--- src/hdl/irq_pd_defs.vh ---
// Constants for the interrupt combiner and power-down wake block
`ifndef IRQ_PD_DEFS_VH
`define IRQ_PD_DEFS_VH
// Enable byte layout
`define EN_BIT_EXT_A 0
`define EN_BIT_T0 1
`define EN_BIT_EXT_B 2
`define EN_BIT_T1 3
`define EN_BIT_SER 4
`define EN_BIT_T2 5
`define EN_BIT_RSVD 6
`define EN_BIT_GLOBAL 7
`define EN_RESET 8'h00
// Vector request layout
`define VEC_EXT_A 0
`define VEC_T0 1
`define VEC_EXT_B 2
`define VEC_T1 3
`define VEC_SER 4
`define VEC_T2 5
`define NUM_VEC 6
// Machine cycle: 6 states of 2 phases, one clock each
`define PHASES_PER_CYCLE 12
`define PH_S2P2 4'h3
`define PH_S5P2 4'h9
`define PH_LAST 4'hb
// Wake delay
`define WAKE_DELAY_US 2000
`define CLK_MHZ 20
`define WAKE_DELAY_CYC (`WAKE_DELAY_US * `CLK_MHZ)
`endif

--- src/hdl/irq_and_powerdown_wake.v ---
// Interrupt combiner with idle and power-down pin and wake control
`include "irq_pd_defs.vh"

// Operation
// - Six vectors: two pins, three timers, serial
// - Per-source enables plus global gate
// - Timer two request is overflow OR external
// - Serial request: rx, tx, gated SPI done
// - Vectoring leaves serial flags unchanged
// - Timers zero/one flags at S5P2, polled next
// - Idle/power-down strobe and port pin states
// - Power-down stops oscillator after last instruction
// - RAM and registers retained in power-down
// - Exit by reset or enabled external interrupt
// - Wake edge select: rising edge or delay
// - SPI done counts with SPI and serial enables
module irq_and_powerdown_wake #(
    parameter WAKE_CYCLES = `WAKE_DELAY_CYC
) (
    input wire clk_in, // System clock
    input wire sys_rst_in, // Synchronous reset, active high
    input wire [7:0] irq_enable_reg_in, // Enable byte from core
    input wire ext_irq_pin_a_in, // External interrupt pin a, low active
    input wire ext_irq_pin_b_in, // External interrupt pin b, low active
    input wire ext_a_flag_in, // Pin a flag from edge/level logic
    input wire ext_b_flag_in, // Pin b flag from edge/level logic
    input wire t0_overflow_in, // Timer zero overflow event
    input wire t1_overflow_in, // Timer one overflow event
    input wire t2_overflow_in, // Timer two overflow event
    input wire t2_external_in, // Timer two external event
    input wire t0_clear_in, // Software clear, timer zero flag
    input wire t1_clear_in, // Software clear, timer one flag
    input wire t0_vector_ack_in, // Core vectored to timer zero
    input wire t1_vector_ack_in, // Core vectored to timer one
    input wire t2_ovf_clear_in, // Software clear, timer two overflow
    input wire t2_ext_clear_in, // Software clear, timer two external
    input wire uart_rx_flag_in, // UART receive flag
    input wire uart_tx_flag_in, // UART transmit flag
    input wire spi_xfer_done_in, // SPI transfer finished pulse
    input wire spi_done_clear_in, // Software clear of SPI done
    input wire spi_irq_gate_in, // SPI interrupt enable
    input wire wake_edge_select_in, // 1: resume on rising pin edge
    input wire ext_prog_mem_in, // External program memory in use
    input wire idle_req_in, // Core requests idle
    input wire pd_req_in, // Core requests power-down
    input wire idle_exit_in, // Core leaves idle
    output reg [5:0] irq_request_out, // Polled requests per vector
    output reg t0_overflow_flag_out, // Timer zero flag
    output reg t1_overflow_flag_out, // Timer one flag
    output reg t2_overflow_flag_out, // Timer two overflow flag
    output reg t2_external_flag_out, // Timer two external flag
    output reg spi_done_flag_out, // SPI done flag
    output reg [3:0] phase_out, // Machine cycle phase index
    output reg osc_run_out, // Oscillator enable
    output reg core_halt_out, // Core halted, registers held
    output reg resume_out, // Pulse: resume execution
    output reg resume_irq_out, // Pulse: resume into interrupt
    output reg ale_out, // Address latch enable pin level
    output reg prog_fetch_strobe_out, // Program fetch strobe pin level
    output reg port0_float_out, // Port zero released
    output reg port2_addr_out // Port two drives address
);
    localparam ST_RUN = 2'h0;
    localparam ST_IDLE = 2'h1;
    localparam ST_PD = 2'h2;
    localparam ST_WAIT = 2'h3;

    reg [1:0] state_r;
    reg [1:0] state_nxt;
    reg pin_a_d_r;
    reg pin_b_d_r;
    reg t0_pend_r;
    reg t1_pend_r;
    reg [5:0] raw_req;
    wire [7:0] en = irq_enable_reg_in;
    wire pin_low = ~ext_irq_pin_a_in | ~ext_irq_pin_b_in;
    wire wake_en = en[`EN_BIT_GLOBAL] &
        ((~ext_irq_pin_a_in & en[`EN_BIT_EXT_A]) | (~ext_irq_pin_b_in & en[`EN_BIT_EXT_B]));
    wire fall = (pin_a_d_r & ~ext_irq_pin_a_in & en[`EN_BIT_EXT_A]) |
        (pin_b_d_r & ~ext_irq_pin_b_in & en[`EN_BIT_EXT_B]);
    wire rise = (~pin_a_d_r & ext_irq_pin_a_in) | (~pin_b_d_r & ext_irq_pin_b_in);
    wire delay_done;

    // Machine cycle phase counter
    always @(posedge clk_in) begin
        if (sys_rst_in) begin
            phase_out <= 4'h0;
        end else if (osc_run_out) begin
            phase_out <= (phase_out == `PH_LAST) ? 4'h0 : phase_out + 4'h1;
        end
    end

    // Timer flags; set beats clear, zero/one latched at S5P2, timer two and SPI done on the event
    always @(posedge clk_in) begin
        if (sys_rst_in) begin
            t0_pend_r <= 1'b0;
            t1_pend_r <= 1'b0;
            t0_overflow_flag_out <= 1'b0;
            t1_overflow_flag_out <= 1'b0;
            t2_overflow_flag_out <= 1'b0;
            t2_external_flag_out <= 1'b0;
            spi_done_flag_out <= 1'b0;
        end else if (!core_halt_out || state_r == ST_IDLE) begin
            t0_pend_r <= (t0_pend_r | t0_overflow_in) & ~(phase_out == `PH_S5P2);
            t1_pend_r <= (t1_pend_r | t1_overflow_in) & ~(phase_out == `PH_S5P2);
            if (phase_out == `PH_S5P2 && (t0_pend_r || t0_overflow_in))
                t0_overflow_flag_out <= 1'b1;
            else if (t0_clear_in || t0_vector_ack_in)
                t0_overflow_flag_out <= 1'b0;
            if (phase_out == `PH_S5P2 && (t1_pend_r || t1_overflow_in))
                t1_overflow_flag_out <= 1'b1;
            else if (t1_clear_in || t1_vector_ack_in)
                t1_overflow_flag_out <= 1'b0;
            // Timer two flags cleared only by software
            if (t2_overflow_in)
                t2_overflow_flag_out <= 1'b1;
            else if (t2_ovf_clear_in)
                t2_overflow_flag_out <= 1'b0;
            if (t2_external_in)
                t2_external_flag_out <= 1'b1;
            else if (t2_ext_clear_in)
                t2_external_flag_out <= 1'b0;
            if (spi_xfer_done_in)
                spi_done_flag_out <= 1'b1;
            else if (spi_done_clear_in)
                spi_done_flag_out <= 1'b0;
        end
    end

    // Gated request terms per vector
    always @* begin
        raw_req = 6'h00;
        raw_req[`VEC_EXT_A] = ext_a_flag_in & en[`EN_BIT_EXT_A];
        raw_req[`VEC_T0] = t0_overflow_flag_out & en[`EN_BIT_T0];
        raw_req[`VEC_EXT_B] = ext_b_flag_in & en[`EN_BIT_EXT_B];
        raw_req[`VEC_T1] = t1_overflow_flag_out & en[`EN_BIT_T1];
        raw_req[`VEC_SER] = (uart_rx_flag_in | uart_tx_flag_in |
            (spi_done_flag_out & spi_irq_gate_in)) & en[`EN_BIT_SER];
        raw_req[`VEC_T2] = (t2_overflow_flag_out | t2_external_flag_out) &
            en[`EN_BIT_T2];
        if (!en[`EN_BIT_GLOBAL])
            raw_req = 6'h00;
    end

    // Poll at end of machine cycle; timer two also sampled each phase after S2P2, cleared before
    always @(posedge clk_in) begin
        if (sys_rst_in) begin
            irq_request_out <= 6'h00;
        end else if (phase_out == `PH_LAST) begin
            irq_request_out <= raw_req;
        end else begin
            irq_request_out[`VEC_T2] <= raw_req[`VEC_T2] & (phase_out > `PH_S2P2);
        end
    end

    // Pin history for wake edges
    always @(posedge clk_in) begin
        if (sys_rst_in) begin
            pin_a_d_r <= 1'b1;
            pin_b_d_r <= 1'b1;
        end else begin
            pin_a_d_r <= ext_irq_pin_a_in;
            pin_b_d_r <= ext_irq_pin_b_in;
        end
    end

    wake_timer #(
        .COUNT(WAKE_CYCLES)
    ) u_wake (
        .clk_in(clk_in),
        .sys_rst_in(sys_rst_in),
        .start_in(state_r == ST_PD && fall && en[`EN_BIT_GLOBAL] && !wake_edge_select_in),
        .abort_in(state_r == ST_RUN),
        .done_out(delay_done)
    );

    // Mode sequencing
    always @* begin
        state_nxt = state_r;
        case (state_r)
            ST_RUN: begin
                if (pd_req_in)
                    state_nxt = ST_PD;
                else if (idle_req_in)
                    state_nxt = ST_IDLE;
            end
            ST_IDLE: begin
                if (idle_exit_in)
                    state_nxt = ST_RUN;
            end
            ST_PD: begin
                if (wake_en)
                    state_nxt = ST_WAIT;
            end
            ST_WAIT: begin
                if (wake_edge_select_in ? rise : delay_done)
                    state_nxt = ST_RUN;
                else if (!pin_low && !wake_edge_select_in && !delay_done)
                    state_nxt = ST_WAIT;
            end
            default: state_nxt = ST_RUN;
        endcase
    end

    // State register and pin status outputs
    always @(posedge clk_in) begin
        if (sys_rst_in) begin
            state_r <= ST_RUN;
            osc_run_out <= 1'b1;
            core_halt_out <= 1'b0;
            resume_out <= 1'b0;
            resume_irq_out <= 1'b0;
            ale_out <= 1'b1;
            prog_fetch_strobe_out <= 1'b1;
            port0_float_out <= 1'b0;
            port2_addr_out <= 1'b0;
        end else begin
            state_r <= state_nxt;
            osc_run_out <= (state_nxt == ST_RUN) || (state_nxt == ST_IDLE);
            core_halt_out <= (state_nxt != ST_RUN);
            resume_out <= (state_r != ST_RUN) && (state_nxt == ST_RUN);
            resume_irq_out <= (state_r == ST_WAIT) && (state_nxt == ST_RUN);
            ale_out <= ~(state_nxt == ST_PD || state_nxt == ST_WAIT);
            prog_fetch_strobe_out <= ~(state_nxt == ST_PD || state_nxt == ST_WAIT);
            port0_float_out <= ext_prog_mem_in && (state_nxt != ST_RUN);
            port2_addr_out <= ext_prog_mem_in && (state_nxt == ST_IDLE);
        end
    end
endmodule // irq_and_powerdown_wake

--- src/hdl/wake_timer.v ---
// Self-timed wake delay counter, runs on its own count
`include "irq_pd_defs.vh"
module wake_timer #(
    parameter COUNT = `WAKE_DELAY_CYC
) (
    input wire clk_in, // System clock
    input wire sys_rst_in, // Synchronous reset, active high
    input wire start_in, // Start pulse
    input wire abort_in, // Stop and clear
    output reg done_out // One-cycle pulse at expiry
);
    reg [19:0] cnt_r;
    reg run_r;

    // Count down from start to expiry
    always @(posedge clk_in) begin
        if (sys_rst_in || abort_in) begin
            cnt_r <= 20'h00000;
            run_r <= 1'b0;
            done_out <= 1'b0;
        end else if (start_in) begin
            cnt_r <= COUNT[19:0] - 20'h00001;
            run_r <= 1'b1;
            done_out <= 1'b0;
        end else if (run_r) begin
            done_out <= (cnt_r == 20'h00000);
            run_r <= (cnt_r != 20'h00000);
            cnt_r <= cnt_r - 20'h00001;
        end else begin
            done_out <= 1'b0;
        end
    end
endmodule // wake_timer
--- config.mk ---
export PLATFORM = sky130hd
export DESIGN_NAME = irq_and_powerdown_wake
export DESIGN_NICKNAME = d
export VERILOG_FILES = /design/src/hdl/irq_and_powerdown_wake.v /design/src/hdl/wake_timer.v
export VERILOG_INCLUDE_DIRS = /design/src /design/src/hdl
export SDC_FILE = /design/constraint.sdc
export NUM_CORES = 1
export LEC_CHECK = 0
export BUFFER_PORTS_ARGS = -buffer_cell sky130_fd_sc_hd__buf_2
export CAP_MARGIN = 40
export CORE_MARGIN = 2
export CORE_UTILIZATION = 52
export CTS_CLUSTER_SIZE = 16
export DETAILED_ROUTE_END_ITERATION = 6
export PLACE_DENSITY = 0.88
export RECOVER_POWER = 50
export SETUP_SLACK_MARGIN = 0.4
export SLEW_MARGIN = 10
export SYNTH_ARGS = -nofsm -noshare
export SYNTH_HDL_FRONTEND = slang
export SYNTH_SLANG_ARGS = --single-unit
--- constraint.sdc ---
create_clock -name clk_in -period 3.3 [get_ports clk_in]
set_input_delay 0.66 -clock clk_in [delete_from_list [all_inputs] [get_ports clk_in]]
set_output_delay 0.66 -clock clk_in [all_outputs]
set_load 0.01 [all_outputs]
=== Yosys cells after proc, flatten, opt, wreduce, memory -nomap -nowiden ===
Cells that the tools add are included.
Widths: inputs -> output; s select.

* Bits in registers: 50
* Latch bits: 0
* RAM bits: 0
* ROM bits: 0
* Input port bits: 34
* Output and inout bits: 23
* Logic and storage cells: 137
* Memories: 0

* Add/sub/neg operators: 2
* Multiply operators: 0
* Divide/modulo/power cells: 0
* $lt $le $gt $ge: 1
* Equal/unequal tests: 8
* Shifts and indexed selects: 0
* Muxes and demuxes: 25
* Bitwise gates (word level): 35
* Reductions and logical operators: 42

{| class="wikitable"
|+ Operators by type and width
! operator !! number
|-
| $mux 16 || 2
|-
| $logic_not 20->1 || 1
|-
| $reduce_bool 20->1 || 1
|-
| $sub 20x1->20 const B || 1
|-
| $and 1x1->1 || 19
|-
| $reduce_bool 2->1 || 8
|-
| $mux 1 || 14
|-
| $mux 2 || 6
|-
| $logic_and 1x1->1 || 11
|-
| $reduce_and 2->1 || 5
|-
| $or 1x1->1 || 9
|-
| $eq 2x2->1 const B || 4
|-
| $eq 4x4->1 const B || 2
|-
| $logic_or 1x1->1 || 8
|-
| $pmux 2 s4 || 1
|-
| $not 1->1 || 7
|-
| $mux 6 || 1
|-
| $add 4x1->4 const B || 1
|-
| $eq 2x1->1 const B || 2
|-
| $gt 4x2->1 const B || 1
|-
| $logic_not 1->1 || 4
|-
| $logic_not 2->1 || 2
|-
| $mux 4 || 1
|-
| $reduce_or 3->1 || 1
|-
| $reduce_or 2->1 || 1
|}

=== Logic depth before layout (Yosys ltp) ===
Gate-level depths: netlist of the first run.

* Word-level depth: 11
* Mapped depth: 6
* Depth with buffers taken out: 6

=== By module ===
Synthesis of the first run repeated with hierarchy kept, for this count alone.

* Cell total of the unflattened synthesis: 251
* Area total of the unflattened synthesis: 2242.2 µm²

{| class="wikitable"
|+ By module, submodules not included
! module !! instances !! cells each !! area each (µm²) !! seq. area each (µm²)
|-
| irq_and_powerdown_wake || 1 || 140 || 1209.9 || 540.5
|-
| wake_timer || 1 || 111 || 1032.2 || 440.4
|}

=== Worst setup path before layout of the first run ===
No wires, ideal clock.

* Kind: register to register
* Start point: reg u_wake.cnt_r[14]
* End point: reg u_wake.done_out
* Setup time: 73 ps
* Arrival: 1677 ps
* Required time: 3227 ps
* Slack: 1550 ps
* Stages on the path, launching flop included: 5
* Path buffers: 0
* Period minus slack after synthesis: 1750 ps
* Cell sequence: dfxtp_1 > or4_4 > or2_4 > or4_4 > nor3_2

* Word-level cells in the longest chain between the ends: 1

{| class="wikitable"
|+ RTL lines
! what !! line !! source
|-
| start, declared || wake_timer.v:12 || <nowiki>reg [19:0] cnt_r;</nowiki>
|-
| start signal, assigned || wake_timer.v:22 || <nowiki>cnt_r <= COUNT[19:0] - 20'h00001;</nowiki>
|-
| start signal, assigned || wake_timer.v:28 || <nowiki>cnt_r <= cnt_r - 20'h00001;</nowiki>
|-
| $logic_not 20->1 || wake_timer.v:26 || <nowiki>done_out <= (cnt_r == 20'h00000);</nowiki>
|-
| end signal, assigned || wake_timer.v:26 ||
|-
| end, declared || wake_timer.v:10 || <nowiki>output reg done_out</nowiki>
|}

Every way passes these cells.
A chain may end at the register's enable or synchronous reset.

=== Worst setup path in the final report of the first run ===
* Start point: in sys_rst_in
* End point: reg u_wake.cnt_r[9]

* Word-level cells in the longest chain between the ends: 2

{| class="wikitable"
|+ RTL lines
! what !! line !! source
|-
| start, declared || irq_and_powerdown_wake.v:21 || <nowiki>input wire sys_rst_in,</nowiki>
|-
| $logic_or 1x1->1 || wake_timer.v:17 || <nowiki>if (sys_rst_in || abort_in) begin</nowiki>
|-
| $reduce_or 2->1 (no line) || - ||
|}

Every way passes these cells.

==> flow_metrics.py, run 1 <==
metrics = {
    "logic_synthesis": {
        "synth_top_cell_by_area": "dfxtp_1",
        "yosysUniqueCellTypes": 46,
        "synth_nets": 283,
        "synth_common_cells": "dfxtp_1, a21oi_1, nand2_1, nor2_1, o21ai_0",
        "syn_avg_cell_area_um2": 8.94,
        "synth_top_area_frac": 0.457,
        "yosysMostFrequentCell": "dfxtp_1",
        "synth_seq_cells": 50,
        "synth_edf_count": 0,
        "ys.warnings.count": 0,
        "syn_area_um2": 2190,
        "synth_area_leaders": "dfxtp_1, a21oi_1, o21ai_0, nand2_1, nor2_1",
        "netlist_instances": 245,
        "synth_top_flop_cell": "dfxtp_1",
        "ys_async_sr_fraction": 0,
        "ys_seq_area_frac": 0.457,
    },
    "sta": {
        "hold_violations": 0,
        "fin_crit_ns": 2.19,
        "setup_violations": 0,
        "finalSetupTns_ns": 0,
        "fin_crit_sh": 0.663,
        "skew_ns": 0.00950,
        "max_freq_mhz": 457,
        "maxSlewHeadroom": 0.275,
        "worstMarginPinSlew_ns": 1.09,
        "rsz0062_at_grt": "no",
        "slew_viol_final": 0,
        "fin_ws_ns": 1.11,
    },
    "critical_path": {
        "arrival_ns": 2.39,
        "crit_path_start_kind": "primary input",
        "required_ns": 3.50,
        "worst-path-max-fanout": 27,
        "crit_type": "in2reg",
        "cp-end-kind": "flip-flop",
    },
    "routing": {
        "drc": 0,
        "drtIter0Drc": 135,
        "drt_pass1_iterations": 4,
        "routed_wl_um": 4620,
        "viasPerCell": 5.64,
        "wl_per_cell_um": 13.2,
        "drtAntennaViolNets": 0,
        "vias": 1967,
    },
    "run": {
        "cap_viol_max_count": 0,
    },
    "placed_design": {
        "port_buffers": 55,
        "pre_cts_ws_ns": 1.22,
        "gp_congestion": 0.765,
        "dpl.hpwl_um": 3380,
    },
    "floorplan": {
        "fp.dieH_um": 68.9,
        "start_util": 0.544,
        "dieArea_um2": 4750,
        "std_cell_rows": 23,
        "coreArea_um2": 4030,
        "ios": 57,
        "die_x_um": 68.9,
    },
    "cts": {
        "cts.reportedPaths.clkPinSlew_ns": 0.09,
        "ctsHoldBuffers": 0,
        "clock-sinks": 50,
        "h-tree-depth": 2,
        "clock_latency_ns": 0.32,
        "numCtsBuffers": 5,
        "root_buffer": "clkbuf_8",
        "cts_tree": "yes",
        "cts_resized": 0,
        "max-clock-path-buffers": 2,
        "post_cts_buffers": 0,
    },
    "cells_and_area": {
        "diodes": 0,
        "final_net_count": 336,
        "drive_gt1_frac": 0.224,
        "fillers": 356,
        "area_delta_synth_final_pct": 17.8,
    },
    "power_and_ir_drop": {
        "vdd_drop_max_mv": 0.213,
        "p_leak_nw": 1.03,
        "power_density_nw_per_um2": 444,
    },
    "global_routing": {
        "grt_antenna_before_repair": 0,
        "grt_max_degree": 28,
        "grt.overflow.total": 0,
        "grt_pass1_vias": 1711,
        "grt_pass1_wl_um": 7230,
        "track_usage": 0.208,
    },
    "outcome": {
        "status": "completed",
    },
    "min_path": {
        "hold_class": "reg2reg",
    },
}
## path summary, 6_finish.rpt
| check | from | end | slack (ns) | cells past startpoint |
|---|---|---|---|---|
| setup reg to reg | u_wake.cnt_r[0] | u_wake.cnt_r[16] | 1.39 | 6 |
| hold reg to reg | irq_request_out[2] | irq_request_out[2] | 0.46 | 2 |
| hold / removal | irq_request_out[2] | irq_request_out[2] | 0.46 | 2 |
| setup / recovery | sys_rst_in | u_wake.cnt_r[9] | 1.11 | 5 |
## metrics by stage
stage                      util  power (mW)  hold WS [ns]  std cells  instance area [um^2]
after floorplan               -       0.729         0.447        245                  2190
after global placement    0.619       0.778         0.437        341                  2490
after detailed placement  0.619       0.782         0.445        341                  2490
after CTS                 0.643        1.15         0.458        349                  2590
after global routing      0.641        1.20         0.481        349                  2580
final                     0.641        1.15         0.457        349                  2580
## metal layers
layer / up-vias / wire, um / track usage
met5: - / 0 / 0
met2: 68 / 2310 / 0.395
li1: 982 / - / -
met1: 912 / 1900 / 0.213
met4: 0 / 71 / 0.0809
met3: 5 / 343 / 0.0584
## placed cells by master (no fill, tap or decap), types with 6 or more instances in the layout
cell type,instances
o21ai_0,14
a21oi_1,29
inv_1,9
nor2_1,18
nand2b_1,8
nand2_1,18
clkbuf_1,9
nand4_1,6
nor3_1,6
buf_2,46
xnor2_1,6
dfxtp_1,50
## worst max-delay path: stages
cell and delay [ns]:
clkbuf_1 0.78, o21bai_1 0.22, buf_4 0.21, nand2b_1 0.41, nor2_1 0.10
## area by class of cell
cell class	count	area, um^2	area share
clock buffers	5	68.8	0.0267
clock inverters	3	28.8	0.0111
inverters	9	33.8	0.0131
multi-input cells	176	1110	0.432
flip-flops and latches	50	1000	0.388
well taps	50	62.6	0.0242
repair buffers	56	272	0.105
## registers in the layout, indices dropped and copies added, names as in the netlist
register               flops
t1_pend_r                  1
resume_out                 1
pin_b_d_r                  1
t1_overflow_flag_out       1
t2_external_flag_out       1
t0_overflow_flag_out       1
t2_overflow_flag_out       1
irq_request_out            6
port2_addr_out             1
phase_out                  4
prog_fetch_strobe_out      1
resume_irq_out             1
u_wake.done_out            1
osc_run_out                1
core_halt_out              1
port0_float_out            1
t0_pend_r                  1
u_wake.run_r               1
state_r                    2
spi_done_flag_out          1
u_wake.cnt_r              20
pin_a_d_r                  1
## cell families (layout without fill, tap and decap cells)
| family | count (synthesis) | after routing | synth area share |
|---|---|---|---|
| simple gates | 95 | 95 | 0.260 |
| mux | 2 | 2 | 0.00914 |
| fa+ha+maj | 4 | 4 | 0.0228 |
| buf+inv | 19 | 73 | 0.0343 |
| flops | 50 | 50 | 0.457 |
| xor+xnor | 10 | 10 | 0.0400 |
| compound gates | 65 | 65 | 0.176 |
## power breakdown
part	internal (mW)	switching (mW)
Sequential	0.624	0.0206
Clock	0.157	0.221
Combinational	0.0566	0.0660
Total	0.838	0.308
No activity file was read; power rests on OpenSTA's default activity.
==> inputs of run 2 (changes only) <==
- clock period: 3.3 -> 2.3 ns (I/O delays scaled with it)
==> run 2 against run 1 <==
  * Clock skew shrank 0.0020 ns
  * Non-clock buffer count up 3
  * Combinational power grew 45%
  * Clock-buffer cell count did not move
  * Utilization increased by 0.40 points
  * Via count shrank 0.66%
  * Sequential share of layout area down 0.19 points
==> flow_metrics.py, run 2 (synthesized netlist as in run 1, its figures left out) <==
metrics = {
    "cells_and_area": {
        "largest_registers": "u_wake.cnt_r: 20 flops, irq_request_out: 6 flops, phase_out: 4 flops",
        "final_net_count": 339,
        "multiInputGateArea_um2": 1130,
        "layout_common_cells": "dfxtp_1, buf_2, a21oi_1",
        "diodes": 0,
        "area_delta_synth_final_pct": 18.6,
        "final_util": 0.645,
        "seq_area_um2": 1000,
        "final_common_cell": "dfxtp_1",
        "largest-register": "u_wake.cnt_r",
        "fillers": 360,
        "largest_register_ffs": 20,
        "final_cells": 352,
        "drive_gt1_frac": 0.212,
    },
    "routing": {
        "wl_per_cell_um": 13.9,
        "viasPerCell": 5.55,
        "routed_wl_um": 4890,
        "drc": 0,
        "drt_pass1_iterations": 4,
        "drtAntennaViolNets": 0,
        "drtIter0Drc": 98,
        "vias": 1954,
    },
    "sta": {
        "fin_crit_sh": 0.786,
        "slew_viol_final": 0,
        "rsz0062_at_grt": "no",
        "finalSetupTns_ns": 0,
        "skew_ns": 0.00750,
        "worstMarginPinSlew_ns": 1.05,
        "fin_crit_ns": 1.81,
        "maxSlewHeadroom": 0.302,
        "max_freq_mhz": 553,
        "hold_violations": 0,
        "setup_violations": 0,
    },
    "critical_path": {
        "worstRegToRegCells": 4,
        "cp-end-kind": "flip-flop",
        "r2r_start": "u_wake.cnt_r[14]",
        "crit_path_start_kind": "flip-flop",
        "required_ns": 2.53,
        "reg2reg_to": "u_wake.done_out",
        "arrival_ns": 2.04,
        "r2r_setup_slack_ns": 0.49,
        "worst-path-max-fanout": 7,
        "crit_type": "reg2reg",
    },
    "floorplan": {
        "std_cell_rows": 23,
        "ios": 57,
        "die_x_um": 68.9,
        "coreArea_um2": 4030,
        "start_util": 0.544,
        "dieArea_um2": 4750,
        "fp.dieH_um": 68.9,
    },
    "power_and_ir_drop": {
        "internal-power_mw": 1.19,
        "power_density_nw_per_um2": 620,
        "vdd_drop_max_mv": 0.459,
        "switching_power_uw": 423,
        "swShare": 0.262,
        "seqPwrFrac": 0.574,
        "power_frac_comb": 0.110,
        "p_leak_nw": 1.01,
        "clkPwrFrac": 0.316,
    },
    "global_routing": {
        "grt_pass1_wl_um": 7600,
        "grt_pass1_vias": 1705,
        "grt.overflow.total": 0,
        "track_usage": 0.218,
        "grt_antenna_before_repair": 0,
        "grt_max_degree": 27,
    },
    "cts": {
        "root_buffer": "clkbuf_8",
        "max-clock-path-buffers": 2,
        "ctsHoldBuffers": 0,
        "numCtsBuffers": 5,
        "cts_tree": "yes",
        "h-tree-depth": 2,
        "clock-sinks": 50,
        "cts.reportedPaths.clkPinSlew_ns": 0.09,
        "clock_latency_ns": 0.30,
    },
    "min_path": {
        "holdPathStages": 2,
        "hold_end": "pin_a_d_r",
        "hold_class": "in2reg",
        "worstHoldStart": "ext_irq_pin_a_in",
    },
    "run": {
        "cap_viol_max_count": 0,
    },
    "placed_design": {
        "gp_congestion": 0.772,
        "dpl.hpwl_um": 3480,
        "port_buffers": 55,
        "dpl.cell_count": 342,
    },
    "outcome": {
        "status": "completed",
    },
}
==> run 2: cell count changes in the layout (fill, tap and decap cells not counted), moves of 2 or more <==
cell | before | now
buf_2 | 46 | 36
buf_4 | 1 | 3
clkbuf_1 | 9 | 20
nand2_1 | 18 | 16
nand2_2 | 0 | 2
==> run 2: power groups by stage <==
stage / sequential [mW] / combinational [mW] / clock, mW
floorplan: 0.948 / 0.0984 / 0
global placement: 0.943 / 0.177 / 0
detailed placement: 0.944 / 0.182 / 0
CTS: 0.924 / 0.183 / 0.526
global route: 0.931 / 0.198 / 0.558
finish: 0.924 / 0.178 / 0.509
==> run 2: worst max-delay path: stages (launching register included) <==
cell	delay (ns)
dfxtp_2	0.36
or4_4	0.55
or2_4	0.26
or4_4	0.48
nor3_2	0.11
==> run 2: area by class of cell <==
| class | instances | area share |
|---|---|---|
| clock buffers | 5 | 0.0265 |
| clock inverters | 3 | 0.00819 |
| inverters | 9 | 0.0130 |
| multi-input cells | 176 | 0.435 |
| flip-flops and latches | 50 | 0.386 |
| well taps | 50 | 0.0241 |
| repair buffers | 59 | 0.107 |
==> run 2: worst max path at each step <==
stage / startpoint / endpoint / cells after the start
2_1_floorplan: u_wake.cnt_r[14] / u_wake.done_out / 4
3_3_place_gp: ext_irq_pin_b_in / u_wake.cnt_r[6] / 5
3_5_place_dp: u_wake.cnt_r[2] / u_wake.cnt_r[16] / 4
4_1_cts: u_wake.cnt_r[2] / u_wake.cnt_r[17] / 4
5_1_grt: u_wake.cnt_r[6] / u_wake.cnt_r[19] / 4
6_report: u_wake.cnt_r[14] / u_wake.done_out / 4
==> run 2: what timing repair did <==
action	CTS	global route
pin swaps	1	1
setup endpoints to repair	1	5
buffers inserted	2	0
resized for setup	0	5
==> run 2: stage by stage <==
step	hold WS, ns	power [mW]	area [um^2]	setup slack, ns
2_1_floorplan	0.447	1.05	2190	0.550
6_report	0.384	1.61	2600	0.491
5_1_grt	0.370	1.69	2600	0.410
3_3_place_gp	0.437	1.12	2500	0.438
4_1_cts	0.371	1.63	2610	0.454
3_5_place_dp	0.447	1.13	2500	0.397
==> run 2: per-layer routing <==
| metal | global-route usage | wire (um) | up-vias |
|---|---|---|---|
| li1 | - | - | 989 |
| met1 | 0.246 | 2050 | 903 |
| met2 | 0.401 | 2450 | 57 |
| met3 | 0.0503 | 330 | 5 |
| met4 | 0.0686 | 58 | 0 |
| met5 | 0 | 0 | - |
==> inputs of run 3 (changes only) <==
- CORE_UTILIZATION: 52 -> 47
- PLACE_DENSITY: 0.88 -> 0.84
- clock period: 2.3 -> 1.5 ns (I/O delays scaled with it)
==> run 3 against run 2 <==
  * The run now ends with setup timing left
  * Sequential power grew 55%
  * Clock-buffer cell count unchanged
  * Wire length up 120%
  * Setup slack got worse by 0.84 ns
  * Power is 91% higher
  * Utilization grew 27 points
==> flow_metrics.py, run 3 (synthesized netlist as in run 1, its figures left out) <==
metrics = {
    "sta": {
        "setup_violations": 19,
        "max_freq_mhz": 541,
        "fin_crit_sh": 1.23,
        "worstMarginPinSlew_ns": 0.507,
        "skew_ns": 0.0162,
        "slew_viol_final": 0,
        "hold_violations": 0,
        "fin_crit_ns": 1.85,
        "rsz0062_at_grt": "yes",
        "fin_ws_ns": -0.347,
        "maxSlewHeadroom": 0.662,
    },
    "cts": {
        "clock-sinks": 50,
        "root_buffer": "clkbuf_8",
        "clock_latency_ns": 0.32,
        "max-clock-path-buffers": 2,
        "ctsHoldBuffers": 0,
        "numCtsBuffers": 5,
        "cts.reportedPaths.clkPinSlew_ns": 0.11,
        "cts_tree": "yes",
        "h-tree-depth": 2,
    },
    "critical_path": {
        "critPathCapture": "u_wake.cnt_r[19]",
        "cp-end-kind": "flip-flop",
        "critPathMaxStageDelay_ns": 0.55,
        "arrival_ns": 2.09,
        "cpMaxStageDelayCell": "or4_4",
        "crit_path_start_kind": "flip-flop",
        "required_ns": 1.74,
        "critical_path.startpoint": "u_wake.cnt_r[17]",
        "reg2reg_to": "u_wake.cnt_r[19]",
        "cp.depth": 4,
        "critical_path.top_delay_family": "simple AND/OR/NAND/NOR gates",
        "worstRegToRegCells": 4,
        "critical_path_buf_inv_count": 0,
        "crit_type": "reg2reg",
        "r2r_start": "u_wake.cnt_r[17]",
        "r2r_setup_slack_ns": -0.35,
        "worst-path-max-fanout": 4,
        "cp_cell_sequence": "or4_4 -> or2_4 -> or4_1 -> a21oi_2",
    },
    "global_routing": {
        "grt_antenna_before_repair": 0,
        "grt.overflow.total": 0,
        "grt_pass1_wl_um": 13100,
        "grt_max_degree": 18,
        "track_usage": 0.327,
        "grt_pass1_vias": 2587,
    },
    "power_and_ir_drop": {
        "seqPwrFrac": 0.465,
        "power_frac_comb": 0.212,
        "switching_power_uw": 895,
        "power.total_mw": 3.07,
        "p_leak_nw": 1.63,
        "internal-power_mw": 2.18,
        "vdd_drop_max_mv": 0.836,
        "swShare": 0.291,
        "power_density_nw_per_um2": 763,
        "clkPwrFrac": 0.323,
    },
    "floorplan": {
        "fp.dieH_um": 72.3,
        "coreArea_um2": 4410,
        "ios": 57,
        "dieArea_um2": 5220,
        "std_cell_rows": 24,
        "die_x_um": 72.3,
        "start_util": 0.496,
    },
    "cells_and_area": {
        "fillers": 150,
        "diodes": 0,
        "area_delta_synth_final_pct": 83.6,
        "layout_common_cells": "buf_4, buf_2, buf_6",
        "final_net_count": 411,
        "final_cells": 426,
        "largest-register": "u_wake.cnt_r",
        "drive_gt1_frac": 0.693,
        "largest_registers": "u_wake.cnt_r: 20 flops, irq_request_out: 6 flops, phase_out: 4 flops",
        "largest_register_ffs": 20,
        "final_common_cell": "buf_4",
    },
    "routing": {
        "drc": 0,
        "viasPerCell": 6.59,
        "wl_per_cell_um": 25.6,
        "routed_wl_um": 10900,
        "vias": 2806,
        "drtAntennaViolNets": 0,
        "drt_pass1_iterations": 5,
        "drtIter0Drc": 377,
    },
    "min_path": {
        "hold_class": "in2reg",
    },
    "placed_design": {
        "dpl.cell_count": 381,
        "port_buffers": 55,
        "gp_congestion": 0.831,
        "dpl.hpwl_um": 4000,
    },
    "outcome": {
        "violations": "setup timing",
        "status": "finished with violations",
    },
    "run": {
        "cap_viol_max_count": 0,
    },
}
run 3: cell types whose count changed in the layout (fill, tap and decap cells not counted), sizes merged:
cell / before / now
buf: 39 / 130
clkbuf: 25 / 6
clkinv: 2 / 0
bufinv: 0 / 1
clkinvlp: 1 / 2
run 3: power by group through the flow:
stage	Combinational, mW	Sequential (mW)	Clock (mW)
2_1_floorplan	0.161	1.46	0
3_3_place_gp	0.309	1.45	0
3_5_place_dp	0.318	1.45	0
4_1_cts	0.455	1.42	0.963
5_1_grt	0.667	1.43	1.03
6_report	0.650	1.43	0.993
run 3: what timing repair did:
| item | CTS | global route |
|---|---|---|
| endpoints found under the setup margin | 51 | 59 |
| pin swaps | 44 | 41 |
| cloned | 1 | 0 |
| buffers inserted | 22 | 14 |
| resized for setup | 102 | 77 |
run 3: how the worst min path moves through the flow:
stage / from / end / cells past startpoint
after floorplan: ext_irq_pin_a_in / pin_a_d_r / 1
after global placement: irq_request_out[0] / irq_request_out[0] / 2
after CTS: ext_irq_pin_a_in / pin_a_d_r / 2
after detailed placement: irq_request_out[1] / irq_request_out[1] / 2
after global routing: ext_irq_pin_a_in / pin_a_d_r / 2
final: ext_prog_mem_in / port0_float_out / 2
run 3: cell type report:
class,instances,area (um^2),share of cell area
flip-flops and latches,50,1060,0.264
repair buffers,131,1040,0.259
clock inverters,3,45.0,0.0112
multi-input cells,176,1700,0.423
well taps,52,65.1,0.0162
inverters,9,38.8,0.00964
clock buffers,5,68.8,0.0171
run 3: stage by stage:
step	worst slack (ns)	area (um^2)	utilization	setup TNS (ns)	hold WS, ns
2_1_floorplan	-0.223	2320	-	-0.725	0.407
3_3_place_gp	-0.237	2910	0.658	-0.913	0.439
3_5_place_dp	-0.259	2910	0.658	-1.23	0.448
4_1_cts	-0.259	3540	0.802	-1.44	0.216
5_1_grt	-0.389	4020	0.911	-4.18	0.249
6_report	-0.347	4020	0.911	-3.00	0.245
run 3: worst reg2reg max path, stage by stage (launching register included):
cell and delay (ns):
dfxtp_2 0.33, or4_4 0.55, or2_4 0.27, or4_1 0.47, a21oi_2 0.17
run 3: per-layer routing:
layer	up-vias	part of all wire	global-route usage
met3	97	0.10	0.0611
met5	-	0	0
li1	1141	-	-
met4	0	0.069	0.145
met2	244	0.48	0.562
met1	1324	0.35	0.397
